**config.mk**
```make
export PLATFORM = sky130hd
export DESIGN_NAME = add_exec
export DESIGN_NICKNAME = d
export VERILOG_FILES = /design/src/hw/add_exec_pkg.sv /design/src/hw/add8_flags.sv /design/src/hw/add_exec.sv
export SDC_FILE = /design/constraint.sdc
export NUM_CORES = 1
export LEC_CHECK = 0
export BUFFER_PORTS_ARGS = -buffer_cell sky130_fd_sc_hd__buf_2
export CELL_PAD_IN_SITES_DETAIL_PLACEMENT = 1
export CELL_PAD_IN_SITES_GLOBAL_PLACEMENT = 1
export CORE_ASPECT_RATIO = 0.5
export CORE_MARGIN = 1
export CORE_UTILIZATION = 39
export CTS_CLUSTER_DIAMETER = 60
export DETAILED_ROUTE_END_ITERATION = 16
export PLACE_DENSITY_LB_ADDON = 0.08
export SYNTH_ARGS = -nofsm -noshare
export SYNTH_HDL_FRONTEND = slang
export SYNTH_HIERARCHICAL = 1
export SYNTH_SLANG_ARGS = --single-unit
```
**constraint.sdc**
```tcl
create_clock -name clk -period 2.9 [get_ports clk]
set_input_delay 0.435 -clock clk [delete_from_list [all_inputs] [get_ports clk]]
set_output_delay 0.435 -clock clk [all_outputs]
set_load 0.02 [all_outputs]
```
**src/hw/add_exec_pkg.sv**
```systemverilog
// package: opcodes, register map, field positions and reset values of the add datapath
package add_exec_pkg;

  // ****************************************************************
  // register map on the plain register port
  // ****************************************************************
  localparam int REG_ADDR_W = 3;
  localparam logic [2:0] REG_ACC = 3'h0;
  localparam logic [2:0] REG_BANK = 3'h1;
  localparam logic [2:0] REG_STATUS = 3'h2;
  localparam logic [2:0] REG_CTRL = 3'h3;
  localparam logic [2:0] REG_INDEX_LO = 3'h4;
  localparam logic [2:0] REG_INDEX_HI = 3'h5;

  localparam logic [7:0] ACC_RST = 8'h00;
  localparam logic [7:0] BANK_RST = 8'h00;
  localparam logic [7:0] STATUS_RST = 8'h00;
  localparam logic [7:0] CTRL_RST = 8'h00;
  localparam logic [11:0] INDEX_RST = 12'h000;

  // ****************************************************************
  // field positions
  // ****************************************************************
  localparam int CTRL_EXT_BIT = 0;
  localparam int ST_C_BIT = 0;
  localparam int ST_DC_BIT = 1;
  localparam int ST_Z_BIT = 2;
  localparam int ST_OV_BIT = 3;
  localparam int ST_N_BIT = 4;
  localparam int INSTR_DEST_BIT = 9;
  localparam int INSTR_BANK_BIT = 8;

  // ****************************************************************
  // opcodes and addressing constants
  // ****************************************************************
  localparam logic [7:0] OPC_LIT = 8'h0F;
  localparam logic [5:0] OPC_WF = 6'h09;
  localparam logic [5:0] OPC_WFC = 6'h08;
  localparam logic [7:0] INDEXED_MAX = 8'h5F;
  localparam logic [7:0] ACCESS_SPLIT = 8'h60;
  localparam logic [3:0] ACCESS_LOW_BANK = 4'h0;
  localparam logic [3:0] ACCESS_HIGH_BANK = 4'hF;

  typedef enum logic [1:0] {OP_NONE, OP_LIT, OP_WF, OP_WFC} op_t;
  typedef enum logic [2:0] {ST_IDLE, ST_DECODE, ST_READ, ST_PROCESS, ST_WRITE} state_t;

endpackage

```
**src/hw/add8_flags.sv**
```systemverilog
// module: 8-bit adder with carry in and the arithmetic flag outputs
`timescale 1ns/1ps
module add8_flags (
  input wire logic [7:0] opA,
  input wire logic [7:0] opB,
  input wire logic carryIn,
  output logic [7:0] sum,
  output logic carryOut,
  output logic digitCarry,
  output logic overflow,
  output logic negative,
  output logic zero
);
  logic [8:0] full;
  logic [4:0] lowNibble;

  // nibble sum gives the digit carry without a second full adder
  assign full = {1'b0, opA} + {1'b0, opB} + {8'h00, carryIn};
  assign lowNibble = {1'b0, opA[3:0]} + {1'b0, opB[3:0]} + {4'h0, carryIn};
  assign sum = full[7:0];
  assign carryOut = full[8];
  assign digitCarry = lowNibble[4];
  // signed overflow: equal operand signs, different result sign
  assign overflow = (opA[7] == opB[7]) && (full[7] != opA[7]);
  assign negative = full[7];
  assign zero = (full[7:0] == 8'h00);
endmodule // add8_flags

```
**src/hw/add_exec.sv**
```systemverilog
// module: decode and four-phase execution of the three add instructions
// What this block does
// - register-add sums accumulator and file register
// - dest bit picks accumulator or file
// - bank bit zero selects fixed access bank
// - bank bit one uses bank select register
// - extended mode, low address: indexed literal offset
// - add-with-carry sums accumulator, carry and memory
// - add-with-carry dest bit picks accumulator or memory
// - adds update five flags, keep other bits
`timescale 1ns/1ps
module add_exec (
  input wire logic clk,
  input wire logic resetn,
  input wire logic [add_exec_pkg::REG_ADDR_W-1:0] regAddr,
  input wire logic [7:0] regWrData,
  input wire logic regWrEn,
  input wire logic regRdEn,
  output logic [7:0] regRdData,
  input wire logic instrValid,
  input wire logic [15:0] instrWord,
  output logic instrReady,
  output logic instrDone,
  output logic [11:0] memAddr,
  output logic memRdEn,
  input wire logic [7:0] memRdData,
  output logic memWrEn,
  output logic [7:0] memWrData
);
  import add_exec_pkg::*;

  // ****************************************************************
  // state and registers
  // ****************************************************************
  state_t state_q, state_d;
  op_t op_q;
  logic [15:0] instr_q;
  logic [7:0] acc_q, bank_q, status_q, ctrl_q;
  logic [11:0] indexBase_q;
  logic [7:0] regRdData_q;
  logic instrDone_q, memRdEn_q, memWrEn_q, instrReady_q;
  logic [11:0] memAddr_q;
  logic [7:0] memWrData_q;

  // ****************************************************************
  // decode
  // ****************************************************************
  logic [7:0] fileAddr, operandB, sum;
  logic destFile, bankBit, indexed, extOn, carryIn, take;
  logic cOut, dcOut, ovOut, nOut, zOut;
  logic [11:0] effAddr, accessAddr;
  op_t opDec;
  logic [7:0] statusNext;

  // opcode classes; anything else is accepted and retires with no effect
  assign opDec = (instrWord[15:8] == OPC_LIT) ? OP_LIT :
                 (instrWord[15:10] == OPC_WF) ? OP_WF :
                 (instrWord[15:10] == OPC_WFC) ? OP_WFC : OP_NONE;
  assign take = instrValid && (state_q == ST_IDLE);
  assign fileAddr = instr_q[7:0];
  assign destFile = instr_q[INSTR_DEST_BIT];
  assign bankBit = instr_q[INSTR_BANK_BIT];
  assign extOn = ctrl_q[CTRL_EXT_BIT];

  // effective data address: indexed, access bank or banked
  assign indexed = !bankBit && extOn && (fileAddr <= INDEXED_MAX);
  assign accessAddr = {(fileAddr < ACCESS_SPLIT) ? ACCESS_LOW_BANK : ACCESS_HIGH_BANK,
                       fileAddr};
  assign effAddr = indexed ? 12'(indexBase_q + {4'h0, fileAddr}) :
                   !bankBit ? accessAddr :
                   {bank_q[3:0], fileAddr};

  // operand: the literal for the literal form, else the word read in the read phase
  assign operandB = (op_q == OP_LIT) ? instr_q[7:0] : memRdData;
  assign carryIn = (op_q == OP_WFC) && status_q[ST_C_BIT];

  add8_flags adder (
    .opA(acc_q),
    .opB(operandB),
    .carryIn(carryIn),
    .sum(sum),
    .carryOut(cOut),
    .digitCarry(dcOut),
    .overflow(ovOut),
    .negative(nOut),
    .zero(zOut)
  );

  // only the five arithmetic flags change, upper bits ride through
  assign statusNext = {status_q[7:5], nOut, ovOut, zOut, dcOut, cOut};

  // ****************************************************************
  // phase sequencer: decode, read, process, write
  // ****************************************************************
  // fixed four phases per instruction so timing never depends on the operand
  always_comb begin
    state_d = state_q;
    unique case (state_q)
      ST_IDLE: if (take) state_d = ST_DECODE;
      ST_DECODE: state_d = ST_READ;
      ST_READ: state_d = ST_PROCESS;
      ST_PROCESS: state_d = ST_WRITE;
      ST_WRITE: state_d = ST_IDLE;
      default: state_d = ST_IDLE;
    endcase
  end

  // ready is its own flop so the port never carries decode glitches
  always_ff @(posedge clk) begin
    if (!resetn) begin
      state_q <= ST_IDLE;
      instr_q <= 16'h0000;
      op_q <= OP_NONE;
      instrReady_q <= 1'b1;
    end else begin
      state_q <= state_d;
      instrReady_q <= (state_d == ST_IDLE);
      if (take) begin
        instr_q <= instrWord;
        op_q <= opDec;
      end
    end
  end

  // ****************************************************************
  // data memory strobes
  // ****************************************************************
  // the literal form never touches data memory
  always_ff @(posedge clk) begin
    if (!resetn) begin
      memAddr_q <= 12'h000;
      memRdEn_q <= 1'b0;
      memWrEn_q <= 1'b0;
      memWrData_q <= 8'h00;
      instrDone_q <= 1'b0;
    end else begin
      memRdEn_q <= (state_q == ST_DECODE) && (op_q == OP_WF || op_q == OP_WFC);
      if (state_q == ST_DECODE) memAddr_q <= effAddr;
      memWrEn_q <= (state_q == ST_PROCESS) && destFile &&
                   (op_q == OP_WF || op_q == OP_WFC);
      if (state_q == ST_PROCESS) memWrData_q <= sum;
      instrDone_q <= (state_q == ST_WRITE);
    end
  end

  // ****************************************************************
  // software registers and architectural results
  // ****************************************************************
  logic execDone, accWrite;
  assign execDone = (state_q == ST_PROCESS) && (op_q != OP_NONE);
  assign accWrite = execDone && ((op_q == OP_LIT) || !destFile);

  // the executing instruction wins over a software write in the same cycle
  always_ff @(posedge clk) begin
    if (!resetn) begin
      acc_q <= ACC_RST;
      status_q <= STATUS_RST;
    end else begin
      if (accWrite) acc_q <= sum;
      else if (regWrEn && regAddr == REG_ACC) acc_q <= regWrData;
      if (execDone) status_q <= statusNext;
      else if (regWrEn && regAddr == REG_STATUS) status_q <= regWrData;
    end
  end

  always_ff @(posedge clk) begin
    if (!resetn) begin
      bank_q <= BANK_RST;
      ctrl_q <= CTRL_RST;
      indexBase_q <= INDEX_RST;
    end else if (regWrEn) begin
      if (regAddr == REG_BANK) bank_q <= regWrData;
      if (regAddr == REG_CTRL) ctrl_q <= regWrData;
      if (regAddr == REG_INDEX_LO) indexBase_q[7:0] <= regWrData;
      if (regAddr == REG_INDEX_HI) indexBase_q[11:8] <= regWrData[3:0];
    end
  end

  // read mux; unmapped offsets read zero
  logic [7:0] rdMux;
  assign rdMux = (regAddr == REG_ACC) ? acc_q :
                 (regAddr == REG_BANK) ? bank_q :
                 (regAddr == REG_STATUS) ? status_q :
                 (regAddr == REG_CTRL) ? ctrl_q :
                 (regAddr == REG_INDEX_LO) ? indexBase_q[7:0] :
                 (regAddr == REG_INDEX_HI) ? {4'h0, indexBase_q[11:8]} : 8'h00;

  always_ff @(posedge clk) begin
    if (!resetn) regRdData_q <= 8'h00;
    else regRdData_q <= regRdEn ? rdMux : 8'h00;
  end

  assign regRdData = regRdData_q;
  assign instrReady = instrReady_q;
  assign instrDone = instrDone_q;
  assign memAddr = memAddr_q;
  assign memRdEn = memRdEn_q;
  assign memWrEn = memWrEn_q;
  assign memWrData = memWrData_q;

  // ****************************************************************
  // assertions
  // ****************************************************************
  property p_four_phases;
    @(posedge clk) disable iff (!resetn)
    take |=> (state_q == ST_DECODE) ##1 (state_q == ST_READ) ##1 (state_q == ST_PROCESS)
      ##1 (state_q == ST_WRITE && !instrReady) ##1 instrDone;
  endproperty
  a_four_phases: assert property (p_four_phases) else $error("add not four phases");

  property p_wf_file;
    @(posedge clk) disable iff (!resetn)
    (state_q == ST_PROCESS && op_q == OP_WF && destFile) |=>
      memWrEn && memWrData == $past(8'(acc_q + memRdData));
  endproperty
  a_wf_file: assert property (p_wf_file) else $error("register add file result wrong");

  property p_wf_acc;
    @(posedge clk) disable iff (!resetn)
    (state_q == ST_PROCESS && op_q == OP_WF && !destFile) |=>
      !memWrEn && acc_q == $past(8'(acc_q + memRdData));
  endproperty
  a_wf_acc: assert property (p_wf_acc) else $error("register add acc result wrong");

  property p_access_bank;
    @(posedge clk) disable iff (!resetn)
    (state_q == ST_DECODE && !bankBit && !indexed) |=> memAddr ==
      {($past(fileAddr) < ACCESS_SPLIT) ? ACCESS_LOW_BANK : ACCESS_HIGH_BANK, $past(fileAddr)};
  endproperty
  a_access_bank: assert property (p_access_bank) else $error("access bank address wrong");

  property p_banked;
    @(posedge clk) disable iff (!resetn)
    (state_q == ST_DECODE && bankBit) |=> memAddr == {$past(bank_q[3:0]), $past(fileAddr)};
  endproperty
  a_banked: assert property (p_banked) else $error("banked address wrong");

  property p_indexed;
    @(posedge clk) disable iff (!resetn)
    (state_q == ST_DECODE && !bankBit && extOn && fileAddr <= INDEXED_MAX) |=>
      memAddr == $past(12'(indexBase_q + {4'h0, fileAddr}));
  endproperty
  a_indexed: assert property (p_indexed) else $error("indexed address wrong");

  property p_wfc_sum;
    @(posedge clk) disable iff (!resetn)
    (state_q == ST_PROCESS && op_q == OP_WFC) |=> (destFile ? memWrData : acc_q) ==
      $past(8'(acc_q + memRdData + {7'h00, status_q[ST_C_BIT]}));
  endproperty
  a_wfc_sum: assert property (p_wfc_sum) else $error("carry add result wrong");

  property p_wfc_dest;
    @(posedge clk) disable iff (!resetn)
    (state_q == ST_PROCESS && op_q == OP_WFC) |=> memWrEn == $past(destFile);
  endproperty
  a_wfc_dest: assert property (p_wfc_dest) else $error("carry add destination wrong");

  property p_flags;
    @(posedge clk) disable iff (!resetn)
    execDone |=> status_q[7:5] == $past(status_q[7:5]) &&
      status_q[ST_Z_BIT] == ($past(sum) == 8'h00) && status_q[ST_N_BIT] == $past(sum[7]);
  endproperty
  a_flags: assert property (p_flags) else $error("status flags wrong");

  property p_literal;
    @(posedge clk) disable iff (!resetn)
    (state_q == ST_PROCESS && op_q == OP_LIT) |=>
      acc_q == $past(8'(acc_q + instr_q[7:0])) && !memWrEn;
  endproperty
  a_literal: assert property (p_literal) else $error("literal add wrong");

  c_lit: cover property (@(posedge clk) disable iff (!resetn) execDone && op_q == OP_LIT);
  c_wf_file: cover property (@(posedge clk) disable iff (!resetn) memWrEn);
  c_indexed: cover property (@(posedge clk) disable iff (!resetn)
    state_q == ST_DECODE && indexed);
  c_carry: cover property (@(posedge clk) disable iff (!resetn)
    execDone && op_q == OP_WFC && carryIn);
endmodule // add_exec

```
==> out/qor.csv <==
stage;metric;value;unit
status;outcome;finished, final reports clean;
drt;firstDrtPassIters;4;
cells_and_area;areaGrowthSynthToFinish;17.9;%
synthesis;synth.top_cell.area_share;0.367;
pwr;pwr-share-comb;0.145;
synthesis;syn_area;4960;sq um
worst_setup_path;required;3.13;ns
worst_setup_path;critical_path_class;flip-flop to flip-flop;
clocking;htree_levels;3;
pwr;leakage;2.42;nW
clocking;clock_sinks;91;
pwr;switching_share;0.286;
cells_and_area;n_antenna_cell;0;
timing;finalHoldWorstSlack;0.329;ns
synthesis;synth_cell_types;66;
drt;routed_wl;14.7;mm
timing;grt_setup_unrepaired;yes;
global_routing;gr-usage-all-layers;0.233;
floorplanning;die_area;13200;sq um
cells_and_area;fin_nets;694;
synthesis;yosys_most_used_dff;dfxtp_1;
floorplanning;ios;72;
global_routing;grt-ovfl-total;0;
pwr;p_seq_frac;0.464;
clocking;tritoncts;built;
timing;slew_headroom;0.405;
drt;drcViolationCount;0;
synthesis;yosys.area.top_type;dfxtp_1;
worst_hold_path;hold_class;input pin to flip-flop;
place;place_ws;-0.0149;ns
synthesis;synthArstFlopShare;0;
floorplanning;fp.dieH;81.8;microns
worst_setup_path;arrival;3.03;ns
floorplanning;start_util;0.410;
timing;report.final.slew_viol_count;0;
place;io_buffer_count;71;
timing;fin_skew;0.00476;ns
timing;max_freq;357;MHz
synthesis;syn-num-nets;627;
timing;setup_viol;0;
place;globalplace.congestion;0.845;
drt;wl_per_cell;18.3;microns
synthesis;syn_area_per_cell;8.72;sq um
synthesis;ys_seq_elements;91;
drt;via_per_inst;5.40;
pwr;vdd_ir_drop_max;0.266;mV
clocking;clk_pin_slew;0.07;ns
synthesis;synth_edf_count;0;
timing;worst_slew_pin_slew;0.890;ns
clocking;root_buffer;clkbuf_16;
pwr;p_clk_frac;0.391;
drt;vias;4353;
global_routing;grt_start_max_net_pins;54;
drt;drt_iter0_drc;177;
worst_setup_path;crit_fanout;2;
cells_and_area;drive_gt1_frac;0.243;
timing;post-route-period-util;0.966;
timing;min_period;2.80;ns
synthesis;ys_top_cells_by_area;dfxtp_1 (37%), mux2i_1 (6.9%), nand2_1 (6.1%);
timing;hold_violations;0;
synthesis;seq_area_frac_synth;0.367;
pwr;p_per_area;498;nW/um^2
synthesis;ys_warn_count;6;
synthesis;synthCells;569;
floorplanning;fp.dieW;162;microns
timing;setup_slack;0.0980;ns
clocking;clock_latency;0.34;ns
global_routing;grt_pass1_wl;23.3;mm
drt;ant_nets;0;
global_routing;antenna_found_initial;0;
floorplanning;core;12100;sq um
global_routing;first_global_vias;4186;
pwr;power.switching;833;uW
clocking;clock_path_buffers;2;
clocking;cts_buffers;9;
job;cap_violations;0;
pwr;p_int;2.08;mW
place;dp_hpwl;11.0;mm
worst_setup_path;critPathLaunchType;flip-flop;
worst_setup_path;crit_path_end_kind;flip-flop;
floorplanning;rows;28;
==> per-stage QoR <==
step / TNS, ns / instances / utilization / total power [mW] / area, sq um
2_1_floorplan: 0 / 569 / - / 1.63 / 4980
3_3_place_gp: 0 / 788 / 0.453 / 1.78 / 5480
3_5_place_dp: -0.0149 / 788 / 0.453 / 1.78 / 5480
4_1_cts: 0 / 805 / 0.478 / 2.94 / 5780
5_1_grt: -0.0577 / 806 / 0.484 / 3.05 / 5850
6_report: 0 / 806 / 0.484 / 2.91 / 5850
==> power groups by stage <==
stage                     clock [mW]  sequential (mW)  combinational (mW)
after floorplan                    0             1.38               0.253
after global placement             0             1.38               0.400
after detailed placement           0             1.38               0.405
after CTS                       1.18             1.35               0.412
after global routing            1.23             1.36               0.460
final                           1.14             1.35               0.421
==> critical path: stages, from the launching register on <==
cell and delay, ns:
dfxtp_4 0.34, nand2b_1 0.14, mux2_2 0.34, inv_1 0.06, fa_1 0.18, inv_1 0.06, fa_2 0.35, a21o_1 0.20
a21oi_2 0.17, xor2_1 0.25, buf_4 0.15, buf_4 0.09, buf_4 0.10, inv_1 0.05, nor2_1 0.15, a211oi_2 0.06
==> logic make-up after synthesis <==
group	after synthesis	synth area share
adders and majority gates	18	0.0499
xor gates and xnor gates	4	0.00706
buffers and inverters	44	0.0421
AOI/OAI and AO/OA	133	0.189
and+or+nand+nor	226	0.223
DFF	91	0.367
muxes	53	0.121
==> final timing paths <==
path         depth (start not counted)  slack [ns]         start          to
max                                 15         0.1       op_q[1]    acc_q[4]
min                                  3        0.33  instrWord[7]  instr_q[7]
max reg2reg                         15         0.1       op_q[1]    acc_q[4]
min reg2reg                          2        0.46     ctrl_q[7]   ctrl_q[7]
==> sequential cells by signal, indices dropped and copies added, names as in the netlist <==
| name | cells |
|---|---|
| indexBase_q | 12 |
| memAddr | 12 |
| instr_q | 10 |
| acc_q | 8 |
| bank_q | 8 |
| ctrl_q | 8 |
| memWrData | 8 |
| regRdData | 8 |
| status_q | 8 |
| state_q | 3 |
| op_q | 2 |
| instrDone | 1 |
| instrReady | 1 |
| memRdEn | 1 |
| memWrEn | 1 |
==> layer usage <==
| metal | vias to the layer above | part of all wire | global-route usage |
|---|---|---|---|
| li1 | 2174 | - | - |
| met1 | 2111 | 0.53 | 0.334 |
| met2 | 58 | 0.43 | 0.365 |
| met3 | 10 | 0.033 | 0.0444 |
| met4 | 0 | 0.0070 | 0.0481 |
| met5 | - | 0 | 0 |
==> final cells by class <==
cell class / count / area (sq um)
Clock buffer: 10 / 239
Fill cell: 1434 / 6240
Timing Repair Buffer: 85 / 477
Multi-Input combinational cell: 434 / 3000
Inverter: 15 / 56.3
Sequential cell: 91 / 1830
Clock inverter: 6 / 47.5
Tap cell: 165 / 206
==> synth_stat cells (13+ instances only) <==
master    instances
nor2_1           58
ha_1             15
nand2b_1         13
mux2_2           15
a21oi_1          48
mux2i_1          34
clkbuf_1         13
nand3_1          22
dfxtp_1          91
nand2_1          80
inv_1            14
o21ai_0          16
==> layout by cell type (no fill, tap or decap), drive strengths merged, types with 3 or more instances in the layout <==
cell / synthesis / layout
dfxtp: 91 / 91
buf: 16 / 85
nand2: 80 / 80
nor2: 60 / 60
a21oi: 49 / 49
mux2i: 34 / 34
nand3: 22 / 22
a211oi: 18 / 18
o21ai: 17 / 17
inv: 15 / 17
mux2: 15 / 15
nand2b: 15 / 15
ha: 15 / 15
nor3: 11 / 11
clkbuf: 13 / 10
a22oi: 8 / 8
and3: 7 / 7
a21o: 7 / 7
o21a: 6 / 6
nor2b: 6 / 6
o211ai: 5 / 5
or3: 5 / 5
o2111ai: 5 / 5
mux4: 4 / 4
o22a: 4 / 4
and2: 4 / 4
or2b: 3 / 3
a31oi: 3 / 3
nor3b: 3 / 3
fa: 3 / 3
clkinv: 0 / 3
==> timing repair <==
action / 4_1_cts / 5_1_grt
setup buffers: 1 / 1
pin swaps: 0 / 4
gates resized for setup: 2 / 10
endpoints found under the setup margin: 2 / 3
hold buffers: 0 / 0
Note: power is estimated with default switching activity, not from simulation.
